--- config.mk ---
export PLATFORM = sky130hd
export DESIGN_NAME = fti_top
export DESIGN_NICKNAME = d
export VERILOG_FILES = /design/src/fti_pkg.sv /design/src/fti_encoder.sv /design/src/fti_channel.sv /design/src/fti_top.sv
export SDC_FILE = /design/constraint.sdc
export NUM_CORES = 1
export LEC_CHECK = 0
export BUFFER_PORTS_ARGS = -buffer_cell sky130_fd_sc_hd__buf_2
export CORE_AREA = 2 2 86 88
export CTS_CLUSTER_DIAMETER = 50
export DETAILED_ROUTE_END_ITERATION = 10
export DIE_AREA = 0 0 88 90
export SYNTH_ARGS = -nofsm -noshare
export SYNTH_HDL_FRONTEND = slang
export SYNTH_SLANG_ARGS = --single-unit
--- constraint.sdc ---
create_clock -name clk -period 12.4 [get_ports clk]
set_input_delay 2.48 -clock clk [delete_from_list [all_inputs] [get_ports clk]]
set_output_delay 2.48 -clock clk [all_outputs]
set_load 0.01 [all_outputs]
--- src/fti_pkg.sv ---
// Package of constants and types for the flash time interpolator
package fti_pkg;
  // ==========================================================
  // Chain geometry
  localparam int unsigned FTI_STAGES     = 9;
  localparam int unsigned FTI_SUBPERIODS = 10;
  localparam int unsigned FTI_RES_W      = 4;
  // ==========================================================
  // Timing figures in picoseconds
  localparam int unsigned FTI_REF_PERIOD_PS = 2000;
  localparam int unsigned FTI_STEP_PS       = 200;
  localparam int unsigned FTI_LEAD_NOM_PS   = 750;
  localparam int unsigned FTI_LEAD_TOL_PS   = 700;
  localparam int unsigned FTI_CLK_PS        = 20000;
  // Sub-period steps per reference period
  localparam int unsigned FTI_STEPS = FTI_REF_PERIOD_PS / FTI_STEP_PS;
  // Strobe lead as whole clock cycles, at least one
  localparam int unsigned FTI_LEAD_CYC =
    (FTI_LEAD_NOM_PS + FTI_CLK_PS - 1) / FTI_CLK_PS;
  // ==========================================================
  // Types
  typedef logic [FTI_STAGES-1:0] fti_therm_t;
  typedef logic [FTI_RES_W-1:0]  fti_result_t;
  typedef enum logic [1:0] {
    FTI_IDLE  = 2'b00,
    FTI_ARMED = 2'b01,
    FTI_RACE  = 2'b10
  } fti_state_t;
  localparam fti_result_t FTI_RES_ZERO = 4'h0;
endpackage : fti_pkg

--- src/fti_encoder.sv ---
// One-hot transition detector and binary encoder
module fti_encoder
  import fti_pkg::*;
(
  input  wire fti_pkg::fti_therm_t  therm,
  output      fti_pkg::fti_result_t code
);
  import fti_pkg::*;

  function automatic fti_result_t fti_encode(input fti_therm_t t);
    fti_therm_t  hot;
    fti_result_t r;
    int unsigned n;
    hot = '0;
    r   = FTI_RES_ZERO;
    n   = 0;
    for (int i = 0; i < FTI_STAGES; i++) begin
      if (i == FTI_STAGES - 1) begin
        hot[i] = t[i];
      end else begin
        hot[i] = t[i] & ~t[i+1];
      end
    end
    for (int i = 0; i < FTI_STAGES; i++) begin
      if (hot[i]) begin
        n = n + 1;
        r = fti_result_t'(i + 1);
      end
    end
    if (n != 1) begin
      r = FTI_RES_ZERO;
    end
    return r;
  endfunction : fti_encode

  assign code = fti_encode(therm);
endmodule : fti_encoder

--- src/fti_channel.sv ---
// One interpolator channel: synchronizer, sampling chain, encoder, latch
module fti_channel
  import fti_pkg::*;
(
  input  wire logic                 clk,
  input  wire logic                 rst,
  input  wire logic                 event_in,
  output      logic                 gate_out,
  output      logic                 counter_trigger,
  output      logic                 result_valid,
  output      fti_pkg::fti_result_t result
);
  import fti_pkg::*;

  fti_state_t  state_q;
  logic        arm_q;
  logic        sync_clock_strobe_q;
  logic [FTI_STEPS-1:0] delayed_event_edge_q;
  fti_therm_t  therm_d;
  fti_therm_t  therm_q;
  fti_result_t code;
  logic        gate_q;
  logic        trig_q;
  logic        valid_q;
  fti_result_t result_q;

  // ==========================================================
  // Synchronizer: arm on event, strobe at next edge
  always_ff @(posedge clk or posedge rst) begin
    if (rst) begin
      state_q <= FTI_IDLE;
    end else begin
      unique case (state_q)
        FTI_IDLE:  if (event_in) state_q <= FTI_ARMED;
        FTI_ARMED: state_q <= FTI_RACE;
        FTI_RACE:  if (delayed_event_edge_q[FTI_STEPS-1])
                     state_q <= FTI_IDLE;
      endcase
    end
  end

  always_ff @(posedge clk or posedge rst) begin
    if (rst) begin
      sync_clock_strobe_q <= 1'b0;
      arm_q               <= 1'b0;
    end else begin
      arm_q               <= (state_q == FTI_IDLE) && event_in;
      sync_clock_strobe_q <= arm_q;
    end
  end

  // ==========================================================
  // Event edge walks the chain one step per cycle
  always_ff @(posedge clk or posedge rst) begin
    if (rst) begin
      delayed_event_edge_q <= '0;
    end else begin
      delayed_event_edge_q <= {delayed_event_edge_q[FTI_STEPS-2:0],
                               arm_q};
    end
  end

  // Stages sample event edge when strobe fires; the encoder reads the
  // Value being captured so the result latches in the same cycle
  assign therm_d = event_in ? fti_therm_t'('1)
                            : delayed_event_edge_q[FTI_STAGES-1:0];

  always_ff @(posedge clk or posedge rst) begin
    if (rst) begin
      therm_q <= '0;
    end else if (sync_clock_strobe_q) begin
      therm_q <= therm_d;
    end
  end

  fti_encoder u_enc (
    .therm (therm_d),
    .code  (code)
  );

  // ==========================================================
  // Outputs
  always_ff @(posedge clk or posedge rst) begin
    if (rst) begin
      gate_q   <= 1'b0;
      trig_q   <= 1'b0;
      valid_q  <= 1'b0;
      result_q <= FTI_RES_ZERO;
    end else begin
      gate_q  <= (state_q == FTI_IDLE) && event_in;
      trig_q  <= arm_q;
      valid_q <= sync_clock_strobe_q;
      if (sync_clock_strobe_q) begin
        result_q <= code;
      end
    end
  end

  assign gate_out        = gate_q;
  assign counter_trigger = trig_q;
  assign result_valid    = valid_q;
  assign result          = result_q;
endmodule : fti_channel

--- src/fti_top.sv ---
// Dual interpolator: start and stop channels
// Overview of operation
// - Gate output pulses once for each start event accepted while idle
// - Strobe triggers timing counter on rising edge
// - Counter trigger leads reference edge
// - Period split into ten by nine stages
// - Event edge delayed one step per stage
// - Stages clocked by strobe sample event
// - One when event leads, zero when lags
// - Stage outputs form thermometer code
// - Stage ANDed with next inverted stage
// - Encoder turns one-hot into binary
// - Each result unit is one step
// - Four parallel result bits presented
// - Result delivered after each conversion
// - Two identical channels, start and stop
// - Event arms synchronizer, next edge strobes
// - Delayed edge resets synchronizer at end
module fti_top
  import fti_pkg::*;
(
  input  wire logic                 clk,
  input  wire logic                 rst,
  input  wire logic                 start_event,
  input  wire logic                 stop_event,
  output      logic                 sample_gate,
  output      logic                 first_counter_trigger,
  output      logic                 last_counter_trigger,
  output      logic                 start_valid,
  output      fti_pkg::fti_result_t start_result,
  output      logic                 stop_valid,
  output      fti_pkg::fti_result_t stop_result
);
  import fti_pkg::*;

  fti_channel u_start (
    .clk             (clk),
    .rst             (rst),
    .event_in        (start_event),
    .gate_out        (sample_gate),
    .counter_trigger (first_counter_trigger),
    .result_valid    (start_valid),
    .result          (start_result)
  );

  fti_channel u_stop (
    .clk             (clk),
    .rst             (rst),
    .event_in        (stop_event),
    .gate_out        (),
    .counter_trigger (last_counter_trigger),
    .result_valid    (stop_valid),
    .result          (stop_result)
  );
endmodule : fti_top

==> Word-level counts from Yosys, hierarchy flattened <==
Cells that the tools add are included.
{ "totals": {"reg_bits": 38, "latch_bits": 0, "ramBits": 0, "romBits": 0, "in_bits": 4, "word_cells": 122, "memories": 0} }
{ "classes": {"add_sub_neg": 16, "mul": 0, "n_div": 0, "n_lt_le_gt_ge": 0, "n_eq_ne": 10, "shift": 0, "n_mux": 46, "n_bitwise": 32, "reduce_logical": 6} }
{ "op_table": {"columns": ["op", "count"], "rows": [
  ["adder 32 x 1 -> 32 bit (second input constant)", 16],
  ["2-to-1 mux 32 bit", 16],
  ["2-to-1 mux 4 bit", 18],
  ["!= test 32 x 1 -> 1 bit (second input constant)", 2],
  ["2-to-1 mux 9 bit", 2],
  ["bitwise AND 1 bit", 16],
  ["NOT 1 bit", 16],
  ["case mux 2 bit (3 select lines)", 2],
  ["2-to-1 mux 2 bit", 4],
  ["== test 2 x 1 -> 1 bit (second input constant)", 2],
  ["== test 2 bit (second input constant)", 2],
  ["logical NOT 2 bit", 2],
  ["2-to-1 mux 1 bit", 4],
  ["!= test 2 x 1 -> 1 bit (second input constant)", 2],
  ["!= test 2 bit (second input constant)", 2],
  ["AND reduction 2 bit", 2],
  ["logical AND 1 bit", 2]
]} }

==> Depth between registers and ports, before layout <==
Gate-level depths: netlist of the first run.
{ "depth": {"ltp_word": 22, "depth_mapped": 30, "depth_no_buf": 28} }

==> By module <==
From an unflattened synthesis of the first run, not the netlist that was laid out.
{ "unflattened": {"hier_cells": 281, "hier_area_um2": 2777.7} }
{ "by_module_without_submodules": {"columns": ["mod", "instances", "cells_each", "area_per_inst_um2"], "rows": [
  ["fti_channel", 2, 43, 631.9],
  ["fti_encoder (u_start.u_enc)", 1, 98, 757.0],
  ["fti_encoder (u_stop.u_enc)", 1, 97, 757.0]
]} }

==> Least setup slack after synthesis of the first run <==
No wires, ideal clock.
{ "synth_path": {"kind": "input to register", "start": "in stop_event", "end": "reg u_stop.result_q[0], in the netlist u_stop.result[0]", "setup_ns": 0.121, "arrival_ns": 7.314, "t_required_ns": 12.279, "path_slack_ns": 4.965, "stages": 27, "n_path_buf": 1, "path_cell_list": "buf_4 inv_1 and3_1 inv_1 ha_1 xor2_1 ha_1 a21o_1 ha_1 nor3_1 o2bb2ai_1 inv_1 ha_1 nand2_1 o21ai_0 ha_1 nand3_1 o21ai_0 a221o_1 ha_1 mux2_2 ha_1 and2_1 a31oi_1 mux2i_1 o311a_1 a22o_1"} }
{ "synth_via": {"elab_chain_cells": 22, "word_cells_on_any_way": 45, "classes_between": "add/sub: 8; eq/ne: 1; mux: 20; bitwise: 16"} }
{ "synth_rtl": {"columns": ["item", "line", "rtl"], "rows": [
  ["start, declared", "fti_top.sv:25", "input wire logic stop_event,"],
  ["2-to-1 mux 9 bit *", "fti_channel.sv:65", "assign therm_d = event_in ? fti_therm_t'('1)"],
  ["NOT 1 bit", "fti_encoder.sv:21", "hot[i] = t[i] & ~t[i+1];"],
  ["bitwise AND 1 bit", "fti_encoder.sv:21", null],
  ["2-to-1 mux 1 bit", "fti_encoder.sv:25", "if (hot[i]) begin"],
  ["adder 32 x 1 -> 32 bit", "fti_encoder.sv:26", "n = n + 1;"],
  ["2-to-1 mux 32 bit", "fti_encoder.sv:25", null],
  ["adder 32 x 1 -> 32 bit", "fti_encoder.sv:26", null],
  ["2-to-1 mux 32 bit", "fti_encoder.sv:25", null],
  ["[... 6 more ...]", null, null],
  ["adder 32 x 1 -> 32 bit", "fti_encoder.sv:26", null],
  ["2-to-1 mux 32 bit", "fti_encoder.sv:25", null],
  ["adder 32 x 1 -> 32 bit", "fti_encoder.sv:26", null],
  ["2-to-1 mux 32 bit", "fti_encoder.sv:25", null],
  ["adder 32 x 1 -> 32 bit", "fti_encoder.sv:26", null],
  ["2-to-1 mux 32 bit", "fti_encoder.sv:25", null],
  ["!= test 32 x 1 -> 1 bit", "fti_encoder.sv:30", "if (n != 1) begin"],
  ["2-to-1 mux 4 bit *", "fti_encoder.sv:30", null],
  ["end signal, assigned", "fti_channel.sv:94", "result_q <= code;"],
  ["end, declared", "fti_channel.sv:25", "fti_result_t result_q;"]
]} }
Every way passes the cells marked *; elsewhere a longest branch is shown, timed or not.
A chain may end at the register's enable or synchronous reset.

==> Final worst setup path of the first run <==
Ends and elaborated chain as after synthesis.

==> reports/metrics.yaml, run 1 <==
run_status: "completed"
synth.distinct_cells: 62
drt-pass1-iter-count: 4
synth_edf_count: 0
htreeDepth: 2
antenna_found_initial: 0
crit_required_ns: 12.58
synth_area_sq_mm: 0.002476
nNetsFinal: 310
avgSynthCellArea_sq_um: 9.205
via_count: 1970
cts_resized: 0
dieArea_sq_mm: 0.007920
cp_max_fo: 13
peakVddDrop_uv: 37.92
crit_arrival_ns: 7.76
hold_viol_final: 0
cts_tree: "built"
clkTransAtPathRegs_ns: 0.08
fin_setup_tns_ns: 0
crit_slowest_cell: "a221o_1"
grt_remaining_overflow: 0
end_kind: "register"
finalWeightedCongestion: 0.8204
initial_core_util_pct: 35.27
post-route-util_pct: 39.39
rows: 31
hp-class: "register to register"
drive_above_1_share_pct: 16.14
max_slew_margin_pct: 70.24
multi_input_area_sq_mm: 0.001456
die_w_um: 88
fmax_mhz: 131.9
cts_inserted_buffers: 5
drv_cap: 0
total_power_uw: 241.4
stdcell_area_sq_mm: 0.002765
drc_errors: 0
clock_skew_ns: 0.007389
synth_seq_cells: 34
yosysWarnings: 0
slowest_delay_ns: 0.42
grt_pass1_vias: 1883
grt_pass1_wl_um: 8652
num_antenna_cells: 0
synthesis.nets: 295
cts_buffer_depth: 2
root_buffer: "clkbuf_8"
synth_ff_type: "dfrtp_1"
crit_buf_inv: 4
drtIter0Drc: 33
power.static_leakage_nw: 1.369
power.density_mw_per_mm2: 87.31
clock_latency_ns: 0.29
area_growth_syn_to_layout_pct: 11.67
top_level_ports: 17
grt_max_degree: 35
wl_um: 5150
grt_util_all_layers_pct: 13.73
register_area_sq_um: 850.8
avgRoutedWirePerCell_um: 13.41
port-buffer-count: 16
yosysSeqAreaShare_pct: 34.36
clock-sinks: 34
antenna_left: 0
vias_per_cell: 5.130
nFillCells: 711
placed_cell_area_sq_mm: 0.002628
synthCells: 269
period_needed_ns: 7.580
hpwl_um: 3853
crit_path_frequent_cell: "ha_1"
coreArea_sq_mm: 0.007020
final_max_slew_viol_count: 0
cp-start-kind: "input pin"
cts_setup_buffers: 0
rsz0062_at_grt: "no"
async_reset_ff_share_pct: 100.0
crit_family: "adder cells"
die_h_um: 90
cts_hold_buf: 0
crit_type: "input pin to register"
fin_crit_sh_pct: 61.13
finalSetupViolations: 0
tightest_slew_ns: 0.4454
worst reg2reg max path: cells and delay by family (launching register included):
| family | cells | cell delay (ns) |
|---|---|---|
| and+or+nand+nor | 5 | 0.75 |
| muxes | 2 | 0.37 |
| adders and majority gates | 7 | 1.99 |
| xor gates and xnor gates | 1 | 0.21 |
| AOI/OAI and AO/OA | 8 | 1.40 |
| DFF | 1 | 0.45 |
| buffers and inverters | 3 | 0.27 |
layout make-up:
cell class              count  share of cell area [%]
flip-flops and latches     34                   30.77
inverters                  29                   3.937
well taps                  99                   4.480
clock buffers               5                   2.489
multi-input cells         197                   52.67
clock inverters             3                   2.489
repair buffers             17                   3.167
cells by family after synthesis:
family                     synth area share [%]
DFF                                       34.36
muxes                                     2.223
buffers and inverters                     6.821
AOI/OAI and AO/OA                         20.36
xor gates and xnor gates                  6.569
adders and majority gates                 11.12
and+or+nand+nor                           18.54
registers in the layout, indices dropped and copies added (netlist names):
| signal | flops |
|---|---|
| u_start.arm_q | 1 |
| u_start.delayed_event_edge_q | 10 |
| u_start.result | 4 |
| u_start.state_q | 2 |
| u_stop.arm_q | 1 |
| u_stop.delayed_event_edge_q | 10 |
| u_stop.result | 4 |
| u_stop.state_q | 2 |
routing by layer:
metal | share of wire (%) | track usage, % | up-vias
met3 | 3.5 | 2.755 | 15
met4 | 2.0 | 5.641 | 0
met5 | 0 | 0 | -
met2 | 49 | 22.66 | 41
met1 | 46 | 17.24 | 932
li1 | - | - | 982
metrics by stage:
stage | std cells | hold WS (ns) | worst slack (ns)
final | 384 | 0.3526 | 4.820
after global routing | 384 | 0.3658 | 4.429
after CTS | 384 | 0.3554 | 4.814
after detailed placement | 376 | 0.3371 | 4.510
after global placement | 376 | 0.3334 | 4.673
after floorplan | 269 | 0.3312 | 4.965
final timing paths:
path	start	end	slack, ns	cells past startpoint
worst max-delay path	stop_event	u_stop.result[0]	4.82	27
worst min-delay path	u_stop.arm_q	u_stop.delayed_event_edge_q[0]	0.35	0
worst max register to register	u_stop.delayed_event_edge_q[2]	u_stop.result[0]	6.85	26
worst min register to register	u_stop.arm_q	u_stop.delayed_event_edge_q[0]	0.35	0
max in group asynchronous	rst	u_start.delayed_event_edge_q[5]	9.82	3
min in group asynchronous	rst	u_start.result[1]	2.27	3
report_power, final:
| group | leakage, nW | switching (mW) | total (mW) | internal, mW |
|---|---|---|---|---|
| clock | 0.0683 | 0.0430 | 0.124 | 0.0806 |
| combinational | 0.857 | 0.00552 | 0.00706 | 0.00153 |
| sequential | 0.444 | 0 | 0.111 | 0.111 |
| total | 1.37 | 0.0485 | 0.241 | 0.193 |
Yosys cell counts, types with 4 or more instances:
| cell type | number | area (sq um) |
|---|---|---|
| inv_1 | 28 | 105.1 |
| nand2_1 | 16 | 60.06 |
| a21oi_1 | 14 | 70.07 |
| mux2_2 | 4 | 45.04 |
| ha_1 | 22 | 275.3 |
| nor3_1 | 8 | 40.04 |
| o21ai_0 | 15 | 75.07 |
| nor2_1 | 19 | 71.32 |
| o21ai_1 | 4 | 20.02 |
| xnor2_1 | 7 | 61.31 |
| a22o_1 | 4 | 35.03 |
| and2_1 | 7 | 43.79 |
| xor2_1 | 6 | 52.55 |
| dfrtp_1 | 34 | 850.8 |
| nand3_1 | 4 | 20.02 |
| buf_4 | 4 | 30.03 |
cell usage in the layout, fill, tap and decap left out, drive strengths merged, types with 7 or more instances in the layout:
cell type  instances
a21oi             14
and2               7
buf               17
dfrtp             34
ha                22
inv               29
nand2             16
nor2              19
nor3               8
o21ai             21
xnor2             10
Note: power is estimated with default switching activity, not from simulation.
==> run 2: changes to the inputs <==
clock period = 6.95 ns   (was 12.4 ns; I/O delays follow)
==> run 2 against run 1 <==
Non-clock buffer count up 3. Flip-flop and latch count unchanged. Sequential power up 78%. Global-route usage up 0.18 points. Worst hold slack worse by 0.0020 ns.
==> reports/metrics.yaml, run 2 (synthesis results as in run 1) <==
fmax_mhz: 161.7
cp-start-kind: "input pin"  # unchanged
final_cells: 387  # was 384
slowest_delay_ns: 0.41  # was 0.42 ns
via_count: 1961  # was 1970
run_status: "completed"  # unchanged
fin_setup_tns_ns: 0  # unchanged
antenna_found_initial: 0  # unchanged
drive_above_1_share_pct: 16.67  # was 16.14%
period_needed_ns: 6.184
clock_skew_ns: 0.006600  # was 0.007389 ns
crit_buf_inv: 4  # unchanged
area_growth_syn_to_layout_pct: 10.71  # was 11.67%
die_h_um: 90  # unchanged
dp_cells: 379  # was 376
cp_max_fo: 4  # was 13
avgRoutedWirePerCell_um: 13.01  # was 13.41 um
worst_slack_ns: 0.7656  # was 4.820 ns
crit_required_ns: 7.12  # was 12.58 ns
drt-pass1-iter-count: 5  # was 4
root_buffer: "clkbuf_8"  # unchanged
crit_family: "adder cells"  # unchanged
clock_latency_ns: 0.28  # was 0.29 ns
drv_cap: 0  # unchanged
hp-class: "register to register"  # unchanged
grt_remaining_overflow: 0  # unchanged
dieArea_sq_mm: 0.007920  # unchanged
antenna_left: 0  # unchanged
power.density_mw_per_mm2: 131.4  # was 87.31 mW/mm^2
tightest_slew_ns: 0.4576  # was 0.4454 ns
grt_max_degree: 35  # unchanged
vias_per_cell: 5.067  # was 5.130
cts_hold_buf: 0  # unchanged
rows: 31  # unchanged
nNetsFinal: 313  # was 310
wl_um: 5033  # was 5150 um
cts_resized: 0  # unchanged
max_slew_margin_pct: 69.43  # was 70.24%
layout_top_registers: "u_start.delayed_event_edge_q x10, u_stop.delayed_event_edge_q x10"  # unchanged
final_max_slew_viol_count: 0  # unchanged
nFillCells: 709  # was 711
drtIter0Drc: 90  # was 33
coreArea_sq_mm: 0.007020  # unchanged
die_w_um: 88  # unchanged
clock-sinks: 34  # unchanged
finalSetupViolations: 0  # unchanged
crit_type: "input pin to register"  # unchanged
end_kind: "register"  # unchanged
htreeDepth: 2  # unchanged
rsz0062_at_grt: "no"  # unchanged
total_power_uw: 360.1  # was 241.4 uW
cts_tree: "built"  # unchanged
mostFrequentLayoutCells: "dfrtp_1 (34), inv_1 (28), ha_1 (22)"  # unchanged
power.static_leakage_nw: 1.364  # was 1.369 nW
dp_slack_ns: 0.4475  # was 4.510 ns
num_antenna_cells: 0  # unchanged
holdWs_ns: 0.3507  # was 0.3526 ns
port-buffer-count: 16  # unchanged
clkTransAtPathRegs_ns: 0.07  # was 0.08 ns
hpwl_um: 3791  # was 3853 um
top_level_ports: 17  # unchanged
crit_arrival_ns: 6.35  # was 7.76 ns
layout_commonest_cell: "dfrtp_1"  # unchanged
initial_core_util_pct: 35.27  # unchanged
grt_pass1_wl_um: 8990  # was 8652 um
cts_buffer_depth: 2  # unchanged
cts_setup_buffers: 0  # unchanged
cts_inserted_buffers: 5  # unchanged
finalWeightedCongestion: 0.8146  # was 0.8204
grt_util_all_layers_pct: 13.91  # was 13.73%
drc_errors: 0  # unchanged
crit_slowest_cell: "a221o_1"  # unchanged
grt_pass1_vias: 1957  # was 1883
crit_path_frequent_cell: "ha_1"  # unchanged
fin_crit_sh_pct: 88.98
hold_viol_final: 0  # unchanged
peakVddDrop_uv: 62.58  # was 37.92 uV
[run 2: cell count changes in the layout (fill, tap and decap cells not counted)]
cell and delta:
buf_4 +3, bufinv_16 -2, clkbuf_1 +1, clkbuf_8 +1, clkinv_2 +1, clkinv_4 -1
[run 2: metrics by stage]
stage / util [%] / area [sq um]
final: 39.05 / 2741
after floorplan: - / 2476
after detailed placement: 37.75 / 2650
after CTS: 39.05 / 2741
after global routing: 39.05 / 2741
after global placement: 37.75 / 2650
[run 2: cell type report]
cell class | count | area [sq um] | area share [%]
Multi-Input combinational cell | 197 | 1456 | 53.13
Tap cell | 99 | 123.9 | 4.518
Clock inverter | 1 | 5.005 | 0.1826
Clock buffer | 7 | 86.33 | 3.149
Inverter | 29 | 108.9 | 3.971
Sequential cell | 34 | 850.8 | 31.04
Timing Repair Buffer | 20 | 110.1 | 4.016
[run 2: final timing paths]
kind	slack (ns)	startpoint	end	depth (start not counted)
min reg2reg	0.35	u_stop.arm_q	u_stop.delayed_event_edge_q[0]	0
max reg2reg	1.41	u_stop.delayed_event_edge_q[0]	u_stop.result[0]	26
max	0.77	stop_event	u_stop.result[0]	27
min	0.35	u_stop.arm_q	u_stop.delayed_event_edge_q[0]	0
min in group asynchronous	1.19	rst	u_start.result[1]	3
max in group asynchronous	5.45	rst	u_stop.state_q[0]	3
[run 2: power by group]
part,total (mW),internal (mW),switching (mW)
combinational,0.0142,0.00386,0.0103
clock,0.148,0.0799,0.0682
sequential,0.198,0.198,0
total,0.360,0.282,0.0785
[run 2: metal layers]
layer  vias up  track usage (%)  part of all wire [%]
met3         8            2.847                   3.1
met1       922            19.06                    47
met5         -                0                     0
met2        40            21.84                    48
li1        991                -                     -
met4         0            4.359                   1.6
==> run 3: changes to the inputs <==
CORE_AREA = 2 2 78 98   (was 2 2 86 88)
DIE_AREA = 0 0 80 100   (was 0 0 88 90)
==> run 3 against run 2 <==
Via count is 1.3% lower. Final area decreased by 0.46%. Sequential power hardly changed. Setup slack worse by 0.087 ns. Register-to-register slack got worse by 0.17 ns. Largest cell class unchanged.
==> reports/metrics.yaml, run 3 (synthesis results as in run 1) <==
peakVddDrop_uv: 146.6  # was 62.58 uV
crit_required_ns: 7.12  # about the same
reg2reg_from: "u_stop.delayed_event_edge_q[0]"  # unchanged
holdPathStages: 0  # unchanged
multi_input_area_sq_mm: 0.001456  # unchanged
avgRoutedWirePerCell_um: 13.17  # was 13.01 um
num_antenna_cells: 0  # unchanged
period_needed_ns: 6.271  # was 6.184 ns
total_power_uw: 359.8  # was 360.1 uW
grt_pass1_wl_um: 8942  # was 8990 um
r2r-end: "u_stop.result[0]"  # unchanged
wl_um: 4993  # was 5033 um
cp-start-kind: "input pin"  # unchanged
drv_cap: 0  # unchanged
initial_core_util_pct: 34.48  # was 35.27%
fmax_mhz: 159.5  # was 161.7 MHz
worstHoldStart: "u_stop.arm_q"  # unchanged
drtIter0Drc: 80  # was 90
cts_resized: 0  # unchanged
htreeDepth: 2  # unchanged
power_frac_comb_pct: 3.7  # was 3.9%
power.static_leakage_nw: 1.358  # was 1.364 nW
max_slew_margin_pct: 67.39  # was 69.43%
grt_pass1_vias: 1983  # was 1957
finalSetupViolations: 0  # unchanged
cts_buffer_depth: 2  # unchanged
die_w_um: 80  # was 88 um
slowest_delay_ns: 0.42  # was 0.41 ns
crit_arrival_ns: 6.44  # was 6.35 ns
die_h_um: 100  # was 90 um
hold_viol_final: 0  # unchanged
crit_slowest_cell: "a221o_1"  # unchanged
fin_setup_tns_ns: 0  # unchanged
hpwl_um: 3873  # was 3791 um
root_buffer: "clkbuf_8"  # unchanged
hp-class: "register to register"  # unchanged
drt-pass1-iter-count: 4  # was 5
grt_max_degree: 35  # unchanged
mostFrequentLayoutCells: "dfrtp_1 (34), inv_1 (28), ha_1 (22)"  # unchanged
port-buffer-count: 16  # unchanged
tightest_slew_ns: 0.4881  # was 0.4576 ns
drc_errors: 0  # unchanged
finalWeightedCongestion: 0.8032  # was 0.8146
nNetsFinal: 312  # was 313
crit_path_frequent_cell: "ha_1"  # unchanged
intPower_uw: 280.8  # was 281.6 uW
pwr-share-clk_pct: 41.4  # was 41.1%
clock_latency_ns: 0.28  # about the same
final_cells: 379  # was 387
layout_top_registers: "u_start.delayed_event_edge_q x10, u_stop.delayed_event_edge_q x10"  # unchanged
register_area_sq_um: 850.8  # unchanged
antenna_left: 0  # unchanged
crit_type: "input pin to register"  # unchanged
run_status: "completed"  # unchanged
coreArea_sq_mm: 0.007182  # was 0.007020 sq mm
final_max_slew_viol_count: 0  # unchanged
clock-sinks: 34  # unchanged
dieArea_sq_mm: 0.008000  # was 0.007920 sq mm
top_level_ports: 17  # unchanged
placed_cell_area_sq_mm: 0.002634  # was 0.002650 sq mm
rows: 35  # was 31
rr_worst_depth: 26  # unchanged
dp_cells: 371  # was 379
via_count: 1935  # was 1961
power.density_mw_per_mm2: 131.9  # was 131.4 mW/mm^2
grt_util_all_layers_pct: 13.90  # was 13.91%
antenna_found_initial: 0  # unchanged
layout_commonest_cell: "dfrtp_1"  # unchanged
rrSetupSlack_ns: 1.24  # was 1.41 ns
seqPwrFrac_pct: 55.0  # was 54.9%
stdcell_area_sq_mm: 0.002729  # was 0.002741 sq mm
clkTransAtPathRegs_ns: 0.07  # about the same
clock_skew_ns: 0.008555  # was 0.006600 ns
switching_power_uw: 79.01  # was 78.51 uW
rsz0062_at_grt: "no"  # unchanged
area_growth_syn_to_layout_pct: 10.21  # was 10.71%
cp_max_fo: 4  # unchanged
swShare_pct: 21.96  # was 21.80%
min_to: "u_stop.delayed_event_edge_q[0]"  # unchanged
cts_hold_buf: 0  # unchanged
cts_setup_buffers: 0  # unchanged
fin_crit_sh_pct: 90.23  # was 88.98%
cts_inserted_buffers: 5  # unchanged
grt_remaining_overflow: 0  # unchanged
drive_above_1_share_pct: 16.72  # was 16.67%
nFillCells: 738  # was 709
end_kind: "register"  # unchanged
cts_tree: "built"  # unchanged
vias_per_cell: 5.106  # was 5.067
run 3: final cells by class:
class	count	share of cell area, %
multi-input cells	197	53.37
flip-flops and latches	34	31.18
well taps	92	4.218
inverters	29	3.989
repair buffers	19	3.760
clock buffers	6	3.026
clock inverters	2	0.4585
run 3: worst max-delay path by stage:
stage	startpoint	to	slack [ns]	cells past startpoint
6_report	stop_event	u_stop.result[0]	0.68	27
5_1_grt	stop_event	u_stop.result[0]	0.30	27
4_1_cts	stop_event	u_stop.result[0]	0.69	27
3_5_place_dp	stop_event	u_stop.result[0]	0.39	27
3_3_place_gp	stop_event	u_stop.result[3]	0.46	27
2_1_floorplan	stop_event	u_stop.result[3]	0.61	27
run 3: power by group through the flow:
stage | clock, mW | sequential, mW | combinational [mW]
floorplan | 0 | 0.202 | 0.00944
global placement | 0 | 0.202 | 0.0136
detailed placement | 0 | 0.202 | 0.0136
CTS | 0.155 | 0.198 | 0.0136
global route | 0.166 | 0.198 | 0.0157
finish | 0.149 | 0.198 | 0.0132
run 3: per-layer routing:
layer / vias to the layer above / wire length [um] / global-route usage, %
met3: 8 / 169 / 3.507
met5: - / 0 / 0
met1: 906 / 2319 / 18.24
met2: 40 / 2403 / 22.37
met4: 0 / 101 / 4.563
li1: 981 / - / -
run 3: critical path: cells and delay by family:
kind	cells	cell delay, ns
AOI/OAI and AO/OA	8	1.43
xor gates and xnor gates	1	0.25
adders and majority gates	7	1.96
buffers and inverters	4	0.29
muxes	2	0.38
and+or+nand+nor	5	0.74
run 3: stage by stage:
stage / utilization, % / worst slack [ns] / hold WS, ns
2_1_floorplan: - / 0.6053 / 0.3312
3_3_place_gp: 36.67 / 0.4570 / 0.3368
3_5_place_dp: 36.67 / 0.3921 / 0.3491
4_1_cts: 38.00 / 0.6859 / 0.3660
5_1_grt: 38.00 / 0.2983 / 0.3783
6_report: 38.00 / 0.6787 / 0.3660
